[src/inc/plc_mode_map.vh]
// Purpose: constants for the mode and scan controller
// Assumes: 40 MHz ref_clk, 10 ms system tick
// Notes: register offsets are byte addresses on a 32-bit bus
`ifndef PLC_MODE_MAP_VH
`define PLC_MODE_MAP_VH
`define CLK_KHZ 40000
`define TICK_MS 10
`define TICK_CYCLES (`TICK_MS * `CLK_KHZ)
`define HALT_POLL_MS 50
`define HALT_POLL_TICKS (`HALT_POLL_MS / `TICK_MS)
`define PERIOD_MAX_UNITS 8'h14
`define MODE_HALT 3'h0
`define MODE_RUN 3'h1
`define MODE_RUNF 3'h2
`define MODE_HOLD 3'h3
`define MODE_DEBUG 3'h4
`define MODE_ERROR 3'h5
`define REG_CTRL 5'h00
`define REG_STATUS 5'h04
`define REG_CMD 5'h08
`define REG_SCAN_TIME 5'h0C
`define REG_EXEC_TIME 5'h10
`define CMD_HALT 0
`define CMD_RUN 1
`define CMD_FORCE 2
`define CMD_HOLD 3
`define CMD_DEBUG 4
`define CMD_ERR_RST 5
`define ST_OVERRUN 3
`define ST_CONST 4
`define ST_FIRST 5
`define STEP_LOAD 3'h0
`define STEP_INIT 3'h1
`define STEP_IOCHK 3'h2
`define STEP_PCHK 3'h3
`define STEP_IO 3'h4
`define STEP_TIMER 3'h5
`define STEP_EXEC 3'h6
`define BLINK_TICKS 8'h19
`endif

[src/verilog/plc_mode_and_scan_control.v]
// Purpose: operating-mode selection and scan sequencing for a PLC CPU
// Assumes: all inputs synchronous to ref_clk; step_done answers step_req
// Notes: registers over Avalon-MM, answer on second edge of a request
// Function
// - halted mode forces outputs off and stops program and module exchange.
// - halted mode checks for mode changes every 50 ms.
// - run start-up runs load, data init, module check, program check, scan mode.
// - run mode loops mode control, batch exchange, timer update, program execution.
// - forced run tolerates absent modules but not a wrong module type.
// - scan hold keeps batch exchange only and keeps the scan mode.
// - unrecoverable diagnostic error enters error mode with outputs off.
// - in error mode only error reset acts, returning to halt.
// - power-on enters run if switch at run and stand-by off, else halt.
// - switch to run from halt gives run; switch to halt halts in every mode but error.
// - peripheral commands other than error reset act only with switch at run.
// - debug mode blinks the fault indicator.
// - with protect and rom/ram switches off, start-up loads program and data words.
// - with protect and rom/ram switches off, a stored program with bad check code skips load and enters error.
// - program in main memory is checked before scanning.
// - first scan after entering run does inputs only.
// - floating scan starts the next scan at once.
// - constant scan starts scans every 10 to 200 ms in 10 ms steps.
// - an overrun falls back to floating until scans fit and sets the overrun flag until a write of one clears it.
// - no configured period means floating scan.
// - batch exchange skips forced inputs and modules marked for direct access.
// - mode control samples switch and commands, paces and measures the scan.
// - timer update adds elapsed 10 ms ticks; timing relay bits advance on each tick of the scan loop in every run-type mode but hold.
`timescale 1ns/1ps
`include "plc_mode_map.vh"
module plc_mode_and_scan_control #(
    parameter TICK_CYCLES = `TICK_CYCLES
) (
    input wire ref_clk,
    input wire rst_n,
    input wire clk_en,
    input wire [4:0] avs_address,
    input wire avs_read,
    input wire avs_write,
    input wire [31:0] avs_writedata,
    output reg [31:0] avs_readdata,
    output reg avs_waitrequest,
    input wire mode_switch_run,
    input wire dip_protect,
    input wire dip_rom_ram,
    input wire dip_standby,
    input wire diag_fatal,
    input wire eeprom_has_program,
    input wire eeprom_bcc_ok,
    input wire ram_bcc_ok,
    input wire module_absent,
    input wire module_mismatch,
    input wire [7:0] direct_mask,
    input wire [7:0] force_mask,
    input wire step_done,
    output reg step_req,
    output reg [2:0] step_sel,
    output reg outputs_enable,
    output reg [7:0] in_load_sel,
    output reg [7:0] out_send_sel,
    output reg [7:0] timer_ticks,
    output reg [7:0] timing_relay_bits,
    output reg [2:0] mode,
    output reg fault_indicator
);

////////////////////////////////////////////////////////////////////////
// reset release and 10 ms tick

reg rst_meta_reg;
reg rst_sync_reg;
always @(posedge ref_clk or negedge rst_n)
begin
    if (!rst_n)
    begin
        rst_meta_reg <= 1'b0;
        rst_sync_reg <= 1'b0;
    end
    else
    begin
        rst_meta_reg <= 1'b1;
        rst_sync_reg <= rst_meta_reg;
    end
end

reg [31:0] tick_cnt_reg;
wire tick = (tick_cnt_reg == TICK_CYCLES - 1);
always @(posedge ref_clk or negedge rst_sync_reg)
begin
    if (!rst_sync_reg)
        tick_cnt_reg <= 32'h0;
    else if (clk_en)
        tick_cnt_reg <= tick ? 32'h0 : tick_cnt_reg + 32'h1;
end

////////////////////////////////////////////////////////////////////////
// state machine codes

localparam [10:0] S_POR = 11'h001;
localparam [10:0] S_HALT = 11'h002;
localparam [10:0] S_LOAD = 11'h004;
localparam [10:0] S_INIT = 11'h008;
localparam [10:0] S_IOCHK = 11'h010;
localparam [10:0] S_PCHK = 11'h020;
localparam [10:0] S_MODE = 11'h040;
localparam [10:0] S_IO = 11'h080;
localparam [10:0] S_TIMER = 11'h100;
localparam [10:0] S_EXEC = 11'h200;
localparam [10:0] S_ERROR = 11'h400;

// run-type modes share the scan loop
function is_running;
    input [2:0] m;
    begin
        is_running = (m == `MODE_RUN) || (m == `MODE_RUNF) || (m == `MODE_HOLD) || (m == `MODE_DEBUG);
    end
endfunction

////////////////////////////////////////////////////////////////////////
// registers and bus slave

reg [10:0] state_reg;
reg [7:0] period_reg;
reg [5:0] cmd_pend_reg;
reg overrun_flag_reg;
reg overrun_active_reg;
reg const_mode_reg;
reg first_scan_reg;
reg [7:0] scan_time_reg;
reg [15:0] exec_time_reg;
reg [15:0] exec_cnt_reg;
reg [7:0] scan_ticks_reg;
reg [7:0] halt_ticks_reg;
reg [7:0] blink_reg;
reg switch_prev_reg;

wire bus_req = avs_read | avs_write;
wire bus_take = bus_req & ~avs_waitrequest;
wire wr_ctrl = bus_take & avs_write & (avs_address == `REG_CTRL);
wire wr_status = bus_take & avs_write & (avs_address == `REG_STATUS);
wire wr_cmd = bus_take & avs_write & (avs_address == `REG_CMD);

// out-of-range periods are clipped to the top value
wire [7:0] period_wr = (avs_writedata[7:0] > `PERIOD_MAX_UNITS) ? `PERIOD_MAX_UNITS : avs_writedata[7:0];

reg [31:0] rd_mux;
always @*
begin
    rd_mux = 32'h0;
    case (avs_address)
        `REG_CTRL: rd_mux = {24'h0, period_reg};
        `REG_STATUS: rd_mux = {26'h0, first_scan_reg, const_mode_reg & ~overrun_active_reg,
                               overrun_flag_reg, mode};
        `REG_CMD: rd_mux = {26'h0, cmd_pend_reg};
        `REG_SCAN_TIME: rd_mux = {24'h0, scan_time_reg};
        `REG_EXEC_TIME: rd_mux = {16'h0, exec_time_reg};
        default: rd_mux = 32'h0;
    endcase
end

always @(posedge ref_clk or negedge rst_sync_reg)
begin
    if (!rst_sync_reg)
    begin
        avs_waitrequest <= 1'b1;
        avs_readdata <= 32'h0;
        period_reg <= 8'h0;
    end
    else if (clk_en)
    begin
        avs_waitrequest <= ~(bus_req & avs_waitrequest);
        if (bus_req & avs_waitrequest)
            avs_readdata <= avs_read ? rd_mux : 32'h0;
        if (wr_ctrl)
            period_reg <= period_wr;
    end
end

////////////////////////////////////////////////////////////////////////
// mode decision

wire poll_now = (state_reg != S_HALT) || (halt_ticks_reg >= `HALT_POLL_TICKS);
wire sw_to_run = mode_switch_run & ~switch_prev_reg;
wire sw_to_halt = ~mode_switch_run & switch_prev_reg;
wire cmd_ok = mode_switch_run;
wire step_busy = step_req;

reg [2:0] next_mode;
always @*
begin
    next_mode = mode;
    if (mode == `MODE_ERROR)
    begin
        if (cmd_pend_reg[`CMD_ERR_RST])
            next_mode = `MODE_HALT;
    end
    else if (~mode_switch_run)
        next_mode = `MODE_HALT;
    else if (cmd_ok & cmd_pend_reg[`CMD_HALT])
        next_mode = `MODE_HALT;
    else if (mode == `MODE_HALT)
    begin
        if (sw_to_run | (cmd_ok & cmd_pend_reg[`CMD_RUN]))
            next_mode = `MODE_RUN;
        else if (cmd_ok & cmd_pend_reg[`CMD_FORCE])
            next_mode = `MODE_RUNF;
    end
    else if (cmd_ok & cmd_pend_reg[`CMD_HOLD])
        next_mode = `MODE_HOLD;
    else if (cmd_ok & cmd_pend_reg[`CMD_DEBUG])
        next_mode = `MODE_DEBUG;
    else if (cmd_ok & cmd_pend_reg[`CMD_RUN])
        next_mode = `MODE_RUN;
end

wire apply_mode = poll_now & ((state_reg == S_HALT) || (state_reg == S_MODE) || (state_reg == S_ERROR));

////////////////////////////////////////////////////////////////////////
// main sequencer

reg [10:0] state_next;
reg [2:0] mode_next;
reg go_step;
reg [2:0] go_sel;
always @*
begin
    state_next = state_reg;
    mode_next = mode;
    go_step = 1'b0;
    go_sel = `STEP_LOAD;
    case (state_reg)
        S_POR:
        begin
            if (mode_switch_run & ~dip_standby)
            begin
                state_next = S_LOAD;
                mode_next = `MODE_RUN;
            end
            else
                state_next = S_HALT;
        end
        S_HALT:
        begin
            if (apply_mode && is_running(next_mode))
            begin
                state_next = S_LOAD;
                mode_next = next_mode;
            end
        end
        S_LOAD:
        begin
            if (~dip_protect & ~dip_rom_ram & eeprom_has_program & ~eeprom_bcc_ok)
                state_next = S_ERROR;
            else if (~dip_protect & ~dip_rom_ram)
            begin
                go_step = ~step_busy;
                go_sel = `STEP_LOAD;
                if (step_done)
                    state_next = S_INIT;
            end
            else
                state_next = S_INIT;
        end
        S_INIT:
        begin
            go_step = ~step_busy;
            go_sel = `STEP_INIT;
            if (step_done)
                state_next = S_IOCHK;
        end
        S_IOCHK:
        begin
            go_step = ~step_busy;
            go_sel = `STEP_IOCHK;
            if (step_done)
            begin
                if (module_mismatch || (module_absent && mode != `MODE_RUNF))
                    state_next = S_ERROR;
                else
                    state_next = S_PCHK;
            end
        end
        S_PCHK:
        begin
            go_step = ~step_busy;
            go_sel = `STEP_PCHK;
            if (step_done)
                state_next = ram_bcc_ok ? S_MODE : S_ERROR;
        end
        S_MODE:
        begin
            if (apply_mode && !is_running(next_mode))
            begin
                state_next = (next_mode == `MODE_ERROR) ? S_ERROR : S_HALT;
                mode_next = next_mode;
            end
            else if (~const_mode_reg | overrun_active_reg | (scan_ticks_reg >= period_reg))
            begin
                state_next = S_IO;
                if (apply_mode)
                    mode_next = next_mode;
            end
        end
        S_IO:
        begin
            go_step = ~step_busy;
            go_sel = `STEP_IO;
            if (step_done)
                state_next = (mode == `MODE_HOLD) ? S_MODE : S_TIMER;
        end
        S_TIMER:
        begin
            go_step = ~step_busy;
            go_sel = `STEP_TIMER;
            if (step_done)
                state_next = S_EXEC;
        end
        S_EXEC:
        begin
            go_step = ~step_busy;
            go_sel = `STEP_EXEC;
            if (step_done)
                state_next = S_MODE;
        end
        S_ERROR:
        begin
            mode_next = `MODE_ERROR;
            if (apply_mode && next_mode == `MODE_HALT)
            begin
                state_next = S_HALT;
                mode_next = `MODE_HALT;
            end
        end
        default:
            state_next = S_POR;
    endcase
    if (diag_fatal && state_reg != S_ERROR && state_reg != S_POR)
    begin
        state_next = S_ERROR;
        mode_next = `MODE_ERROR;
    end
    if (state_next == S_ERROR)
        mode_next = `MODE_ERROR;
    if (state_next == S_HALT)
        mode_next = `MODE_HALT;
end

// end of a scan is the move from exec or hold-io into mode control
wire scan_end = (state_next == S_MODE) && (state_reg == S_EXEC || state_reg == S_IO);
wire scan_start = (state_reg == S_MODE) && (state_next == S_IO);
wire leave_step = step_busy & step_done;

always @(posedge ref_clk or negedge rst_sync_reg)
begin
    if (!rst_sync_reg)
    begin
        state_reg <= S_POR;
        mode <= `MODE_HALT;
        step_req <= 1'b0;
        step_sel <= `STEP_LOAD;
        cmd_pend_reg <= 6'h0;
        switch_prev_reg <= 1'b0;
        halt_ticks_reg <= 8'h0;
    end
    else if (clk_en)
    begin
        state_reg <= state_next;
        mode <= mode_next;
        // halted: the switch is sampled only at the poll so a move to run is not lost
        if (state_reg != S_HALT || apply_mode)
            switch_prev_reg <= mode_switch_run;
        if (leave_step)
            step_req <= 1'b0;
        else if (go_step)
        begin
            step_req <= 1'b1;
            step_sel <= go_sel;
        end
        if (state_reg != S_HALT || apply_mode)
            halt_ticks_reg <= 8'h0;
        else if (tick)
            halt_ticks_reg <= halt_ticks_reg + 8'h1;
        // a command written in the cycle it is consumed stays pending
        cmd_pend_reg <= (apply_mode ? 6'h0 : cmd_pend_reg) | (wr_cmd ? avs_writedata[5:0] : 6'h0);
    end
end

////////////////////////////////////////////////////////////////////////
// scan timing, measurement and overrun

always @(posedge ref_clk or negedge rst_sync_reg)
begin
    if (!rst_sync_reg)
    begin
        scan_ticks_reg <= 8'h0;
        scan_time_reg <= 8'h0;
        exec_cnt_reg <= 16'h0;
        exec_time_reg <= 16'h0;
        const_mode_reg <= 1'b0;
        overrun_active_reg <= 1'b0;
        overrun_flag_reg <= 1'b0;
        first_scan_reg <= 1'b0;
    end
    else if (clk_en)
    begin
        if (state_reg == S_PCHK)
        begin
            const_mode_reg <= (period_reg != 8'h0);
            overrun_active_reg <= 1'b0;
            first_scan_reg <= 1'b1;
            scan_ticks_reg <= 8'h0;
        end
        else if (scan_start)
        begin
            scan_time_reg <= scan_ticks_reg;
            scan_ticks_reg <= tick ? 8'h1 : 8'h0;
        end
        else if (tick && scan_ticks_reg != 8'hFF)
            scan_ticks_reg <= scan_ticks_reg + 8'h1;
        if (scan_end)
        begin
            first_scan_reg <= 1'b0;
            if (const_mode_reg)
                overrun_active_reg <= (scan_ticks_reg > period_reg);
        end
        if (state_reg == S_EXEC)
        begin
            if (exec_cnt_reg != 16'hFFFF)
                exec_cnt_reg <= exec_cnt_reg + 16'h1;
        end
        else if (state_reg == S_MODE && exec_cnt_reg != 16'h0)
        begin
            exec_time_reg <= exec_cnt_reg;
            exec_cnt_reg <= 16'h0;
        end
        // hardware set wins over a software write-one clear
        if (scan_end && const_mode_reg && scan_ticks_reg > period_reg)
            overrun_flag_reg <= 1'b1;
        else if (wr_status && avs_writedata[`ST_OVERRUN])
            overrun_flag_reg <= 1'b0;
    end
end

////////////////////////////////////////////////////////////////////////
// outputs toward modules, timers and panel

wire in_run = is_running(mode) && (state_reg & (S_MODE | S_IO | S_TIMER | S_EXEC)) != 11'h0;

always @(posedge ref_clk or negedge rst_sync_reg)
begin
    if (!rst_sync_reg)
    begin
        outputs_enable <= 1'b0;
        in_load_sel <= 8'h0;
        out_send_sel <= 8'h0;
        timer_ticks <= 8'h0;
        timing_relay_bits <= 8'h0;
        fault_indicator <= 1'b0;
        blink_reg <= 8'h0;
    end
    else if (clk_en)
    begin
        // next-state view so outputs drop in the same cycle the mode leaves run
        outputs_enable <= is_running(mode_next) && ((state_next & (S_MODE | S_IO | S_TIMER | S_EXEC)) != 11'h0)
                          && ~first_scan_reg;
        in_load_sel <= (state_next == S_IO) ? ~direct_mask & ~force_mask : 8'h0;
        out_send_sel <= (state_next == S_IO && !first_scan_reg) ? ~direct_mask : 8'h0;
        if (state_reg == S_PCHK)
            timing_relay_bits <= 8'h0;
        else if (tick && in_run && mode != `MODE_HOLD)
            timing_relay_bits <= timing_relay_bits + 8'h1;
        if (state_next == S_TIMER && state_reg != S_TIMER)
            timer_ticks <= scan_time_reg;
        if (mode_next == `MODE_ERROR)
        begin
            blink_reg <= 8'h0;
            fault_indicator <= 1'b1;
        end
        else if (mode == `MODE_DEBUG)
        begin
            if (tick)
                blink_reg <= (blink_reg >= `BLINK_TICKS - 8'h1) ? 8'h0 : blink_reg + 8'h1;
            if (tick && blink_reg >= `BLINK_TICKS - 8'h1)
                fault_indicator <= ~fault_indicator;
        end
        else
        begin
            blink_reg <= 8'h0;
            fault_indicator <= 1'b0;
        end
    end
end

endmodule // plc_mode_and_scan_control
[config.mk]
export PLATFORM = sky130hd
export DESIGN_NAME = plc_mode_and_scan_control
export DESIGN_NICKNAME = d
export VERILOG_FILES = /design/src/verilog/plc_mode_and_scan_control.v
export VERILOG_INCLUDE_DIRS = /design/src /design/src/inc
export SDC_FILE = /design/constraint.sdc
export NUM_CORES = 1
export LEC_CHECK = 0
export BUFFER_PORTS_ARGS = -buffer_cell sky130_fd_sc_hd__buf_4
export CORE_MARGIN = 3
export CORE_UTILIZATION = 44
export DETAILED_ROUTE_END_ITERATION = 8
export PLACE_DENSITY = 0.69
export SLEW_MARGIN = 25
export SYNTH_ARGS = -nofsm -noshare
export SYNTH_HDL_FRONTEND = slang
export SYNTH_SLANG_ARGS = --single-unit
[constraint.sdc]
create_clock -name ref_clk -period 16.95 [get_ports ref_clk]
set_input_delay 3.39 -clock ref_clk [delete_from_list [all_inputs] [get_ports ref_clk]]
set_output_delay 3.39 -clock ref_clk [all_outputs]
set_load 0.05 [all_outputs]
==> Word level (Yosys, flattened, before mapping) <==
Cells that the tools add are included.
{ "word_totals": {"in_bits": 69, "out_inout_bits": 74, "wordCells": 277, "register_bits": 202} }
{ "op_classes": {"magnitude_cmp": 5, "addsub": 6, "bitwise": 42, "reduce_logical": 70, "n_mux": 79, "n_eq_ne": 47} }
{ "ops": {"columns": ["cell", "n"], "rows": [
  ["$mux 11", 17],
  ["$pmux 11 s11", 1],
  ["$mux 8", 14],
  ["$pmux 16 s5", 1],
  ["$mux 32", 2],
  ["$mux 3", 20],
  ["$mux 16", 3],
  ["$add 32x1->32 const B", 1],
  ["$add 8x1->8 const B", 4],
  ["$eq 32x19->1 const B", 1],
  ["$reduce_and 2->1", 13],
  ["$eq 11x11->1 const B", 2],
  ["$eq 11x2->1 const B", 2],
  ["$eq 11x7->1 const B", 2],
  ["$eq 11x8->1 const B", 2],
  ["$eq 11x9->1 const B", 2],
  ["$reduce_bool 11->1", 2],
  ["$logic_and 1x1->1", 21],
  ["$and 1x1->1", 19],
  ["$eq 3x2->1 const B", 6],
  ["$eq 3x3->1 const B", 6],
  ["$pmux 3 s6", 1],
  ["$add 16x1->16 const B", 1],
  ["$ne 16x16->1 const B", 1],
  ["other kinds (43)", 105]
]} }

==> Longest topological paths before layout <==
{ "depth": {"depth_word": 26, "ltp_mapped": 13, "depth_no_buf": 12} }

==> Least setup slack after synthesis <==
OpenSTA, ideal clock, no wires.
{ "synth_path": {"path_kind": "input -> register", "startpoint": "input mode_switch_run", "endpoint": "register blink_reg[1]", "arrival_time_ps": 6098, "setup_time_ps": 79, "required_time_ps": 16871, "n_path_buf": 2, "slack_ps": 10773, "stages": 12, "path_cell_list": "clkbuf_1 > nand2_1 > o21a_1 > o32ai_2 > xor2_1 > nor3b_1 > o2111ai_1 > o31ai_1 > or4_1 > buf_6 > a41oi_4 > mux2i_1"} }
{ "synth_between": {"elab_chain_len": 23, "elab_cells_between_ends": 53, "cone_classes": "9 x eq/ne; 27 x mux; 8 x bitwise; 9 x reduce/logical"} }
{ "synth_rtl": {"columns": ["item", "line", "source"], "rows": [
  ["start: declaration", "plc_mode_and_scan_control.v:42", "input wire mode_switch_run,"],
  ["$and 1x1->1", "plc_mode_and_scan_control.v:202, plc_mode_and_scan_control.v:211", null],
  ["$mux 3", "plc_mode_and_scan_control.v:211", "else if (cmd_ok & cmd_pend_reg[`CMD_RUN])"],
  ["$mux 3", "plc_mode_and_scan_control.v:209", "else if (cmd_ok & cmd_pend_reg[`CMD_DEBUG])"],
  ["$mux 3", "plc_mode_and_scan_control.v:207", "else if (cmd_ok & cmd_pend_reg[`CMD_HOLD])"],
  ["$mux 3", "plc_mode_and_scan_control.v:200", "else if (mode == `MODE_HALT)"],
  ["$mux 3", "plc_mode_and_scan_control.v:198", "else if (cmd_ok & cmd_pend_reg[`CMD_HALT])"],
  ["$mux 3", "plc_mode_and_scan_control.v:196", "else if (~mode_switch_run)"],
  ["$mux 3", "plc_mode_and_scan_control.v:191", "if (mode == `MODE_ERROR)"],
  ["[7 not listed]", null, null],
  ["$pmux 11 s11", "plc_mode_and_scan_control.v:230", "case (state_reg)"],
  ["$mux 11", "plc_mode_and_scan_control.v:336", "if (diag_fatal && state_reg != S_ERROR && state_reg != S_POR)"],
  ["$eq 11x11->1", "plc_mode_and_scan_control.v:341", "if (state_next == S_ERROR)"],
  ["$mux 3", "plc_mode_and_scan_control.v:341", null],
  ["$mux 3 (*)", "plc_mode_and_scan_control.v:343", "if (state_next == S_HALT)"],
  ["$eq 3x3->1 (no line) (*)", null, null],
  ["$ne 3x2->1 (no line)", null, null],
  ["$reduce_and 2->1 (no line)", null, null],
  ["end signal: assignment", "plc_mode_and_scan_control.v:481", "blink_reg <= (blink_reg >= `BLINK_TICKS - 8'h1) ? 8'h0 : blink_reg + 8'h1;"],
  ["end: declaration", "plc_mode_and_scan_control.v:133", "reg [7:0] blink_reg;"]
]} }
Mark *: on every way between the ends. The rest lies on a longest branch, timed or not.
A chain may end at the register's enable or synchronous reset.

==> Worst setup path in the final report <==
{ "layout_path": {"startpoint": "input mode_switch_run", "endpoint": "register blink_reg[0]"} }
Same word-level chain as after synthesis.

==> key figures <==
Routing
  – Final ANT Viol Nets: 0
  – Pre-antenna DRT Iters: 5
  – Vias per cell: 5.646
  – DR WL/cell: 17.15 um
  – Vias: 7616
  – Remaining DRCs: 0
  – DR iter-0 viols: 514
  – Routed wire length: 23.13 mm

Synth
  – Main synth FF type: dfrtp_1
  – Synthesis-stage register bit count: 186
  – Synth Cell Area: 9658 sq um
  – Sequential-to-total area share from yosys stat: 48.22%
  – Warnings, synthesis: 0
  – Cell count after synthesis: 968
  – Yosys cell types: 76
  – Asr flop ratio synth: 100.0%
  – Mapped Avg Cell Area: 9.977 sq um
  – EDFF count, synth: 0

Pwr
  – Cell Int Power: 0.7749 mW
  – Peak supply drop: 0.05114 mV
  – Net Sw Power: 0.4052 mW
  – Comb power frac: 23.8%
  – Post-route total power: 1.180 mW
  – Pleak: 5.297 nW
  – Pwr per Cell Area: 105.1 nW/um^2
  – Clk network pwr share: 33.9%
  – Sequential fraction of design power: 42.3%
  – Sw Ratio: 34.34%

STA
  – Final Max Slew Viols: 0
  – RSZ-0062 raised after global routing: no
  – Setup TNS: 0 ns
  – Max_slew headroom: 33.11%
  – Fmax: 0.1577 GHz
  – Final setup viols: 0
  – Hold Violations, Final: 0
  – Period utilization: 37.41%
  – Worst hold margin: 0.3539 ns
  – Setup Skew: 0.01434 ns
  – Tmin final: 6.340 ns
  – Worst slew pin tran: 0.9958 ns

Final layout
  – Max reg flops: 32
  – Filler Cell Count: 1917
  – Share of cells above drive strength 1: 19.46%
  – Area growth from synthesis to layout: 16.31%
  – Post-layout util: 52.77%
  – Register Area: 4661 sq um
  – ANT cells: 0
  – Multi-input logic area: 4684 sq um
  – Fin nets: 1148
  – Filler-free cell count of the finished design: 1349

Clock tree
  – # resized after CTS: 0
  – Cts hold-fix bufs: 0
  – Clk sinks: 186
  – CTS tree: yes
  – Num CTS Buffers: 17
  – Max Root-Sink Buffers: 2
  – Number of post-CTS setup repair buffers: 0
  – Register clock-pin slew on the reported worst setup and hold paths: 0.08 ns
  – Clock root buffer: clkbuf_16
  – H-tree Lvls: 4
  – Worst-Skew Late Latency: 0.44 ns

Place
  – Detailed Place HPWL: 16.55 mm
  – Placed Cells incl. Taps: 1317
  – Port Buffers: 102
  – Gpl congestion: 0.9344

Floorplan
  – Initial Utilization: 45.37%
  – Io pins: 143
  – DIE HEIGHT: 154.2 um
  – DIE WIDTH: 154.2 um
  – Die ar.: 23760 sq um
  – # rows: 53
  – Core ar.: 21290 sq um

Global routing
  – Number of global-route vias before repair: 7514
  – Global-route wire length before repair: 38.72 mm
  – GRT overflow: 0
  – Initial antenna violation count: 0
  – Largest net degree at the start of global routing: 79
  – Gr usage total: 19.81%

Critical path
  – CP Capture Type: register
  – CP Launch Type: input pin
  – Required @ worst endpoint: 17.29 ns
  – Kind of cell adding the most delay to the critical path: compound AO/OA/AOI/OAI gates
  – Critical Path, Cell by Cell: buf_4 -> nor2b_1 -> nand2_1 -> o32ai_2 -> xor2_1 -> a22oi_1 -> or3_1 -> a41oi_1 -> or4_1 -> a41oi_4 -> o21ai_0
  – WS Path Type: in -> reg
  – CP bufs+invs: 1
  – Levels on crit path: 11
  – Crit path max-delay cell type: xor2_1
  – Largest stage delay, worst path: 0.52 ns
  – Max FO, Critical Path: 12
  – Worst r2r path cells: 10
  – Critical path arrival: 6.68 ns

Hold path
  – Worst Hold Class: reg -> reg
  – Hold path cells: 0

Job
  – MaxCap Viol Count: 0

Status
  – Status: finished clean
[kinds of logic after synthesis]
group	share of synthesized area (%)
flops	48.22
fa+ha+maj	2.332
compound gates	13.58
other cells	0.07776
mux	5.661
buf+inv	4.081
simple gates	20.61
xor+xnor	5.441
[path summary, 6_finish.rpt]
check                            endpoint            start  slack (ns)
setup reg to reg             blink_reg[1]     state_reg[7]       12.80
hold reg to reg              rst_sync_reg     rst_meta_reg        0.35
hold / removal               rst_sync_reg     rst_meta_reg        0.35
min in group asynchronous  timer_ticks[5]     rst_sync_reg        0.38
setup / recovery             blink_reg[0]  mode_switch_run       10.61
max in group asynchronous    rst_sync_reg            rst_n       14.14
[layout by cell type (no fill, tap or decap), types with 23 or more instances in the layout]
cell and count:
a22o_1 27, and3_1 23, buf_4 109, dfrtp_1 183
inv_1 32, mux2_2 37, nand2_1 98, nand3_1 33
nand4_1 27, nor2_1 86, nor3_1 30, o21ai_0 56
xnor2_1 30, xor2_1 30
[cell type report]
cell class	count	area share [%]
Tap cell	275	3.063
Clock buffer	18	3.910
Multi-Input combinational cell	714	41.70
Inverter	32	1.069
Sequential cell	186	41.49
Timing Repair Buffer	110	7.385
Clock inverter	14	1.381
[cell usage after synthesis, types with 5 or more instances]
master,instances,area share [%]
o211ai_1,7,0.54
o31ai_1,6,0.47
a21o_1,6,0.47
a21oi_1,19,0.98
buf_1,7,0.27
or3_1,6,0.39
a221oi_1,8,0.73
mux2i_1,13,1.3
nor4_1,12,0.78
and2_1,7,0.45
ha_1,18,2.3
nand2b_1,7,0.45
o21ai_0,56,2.9
or2_2,5,0.32
nand4_1,27,1.7
a22o_1,27,2.4
nor2_1,86,3.3
o2bb2ai_1,9,0.82
nor3_1,30,1.6
or4_1,5,0.39
xnor2_1,30,2.7
clkbuf_1,22,0.86
nand2_1,98,3.8
nand3_1,33,1.7
and3_1,23,1.5
mux2_2,37,4.3
inv_1,32,1.2
a31oi_1,8,0.52
xor2_1,30,2.7
nor2b_1,11,0.71
nor3b_1,5,0.39
dfrtp_1,184,48
buf_4,17,1.3
[layer usage]
layer,GRT usage [%],vias up,share of wire (%)
met5,0,-,0
met4,6.266,0,2.1
met3,3.490,36,5.3
met2,31.91,231,47
met1,27.33,3699,45
li1,-,3650,-
[power by group through the flow]
stage               registers, mW  clock network (mW)  logic [mW]
floorplan                   0.506                   0       0.213
global placement            0.507                   0       0.274
detailed placement          0.507                   0       0.278
CTS                         0.499               0.408       0.278
global route                0.502               0.427       0.308
finish                      0.499               0.400       0.281
[metrics by stage]
| stage | worst slack (ns) | area, sq um |
|---|---|---|
| finish | 10.61 | 11230 |
| global route | 10.36 | 11230 |
| CTS | 10.69 | 11230 |
| detailed placement | 10.23 | 10640 |
| global placement | 9.872 | 10630 |
| floorplan | 10.77 | 9714 |
(Power assumes the default switching activity.)
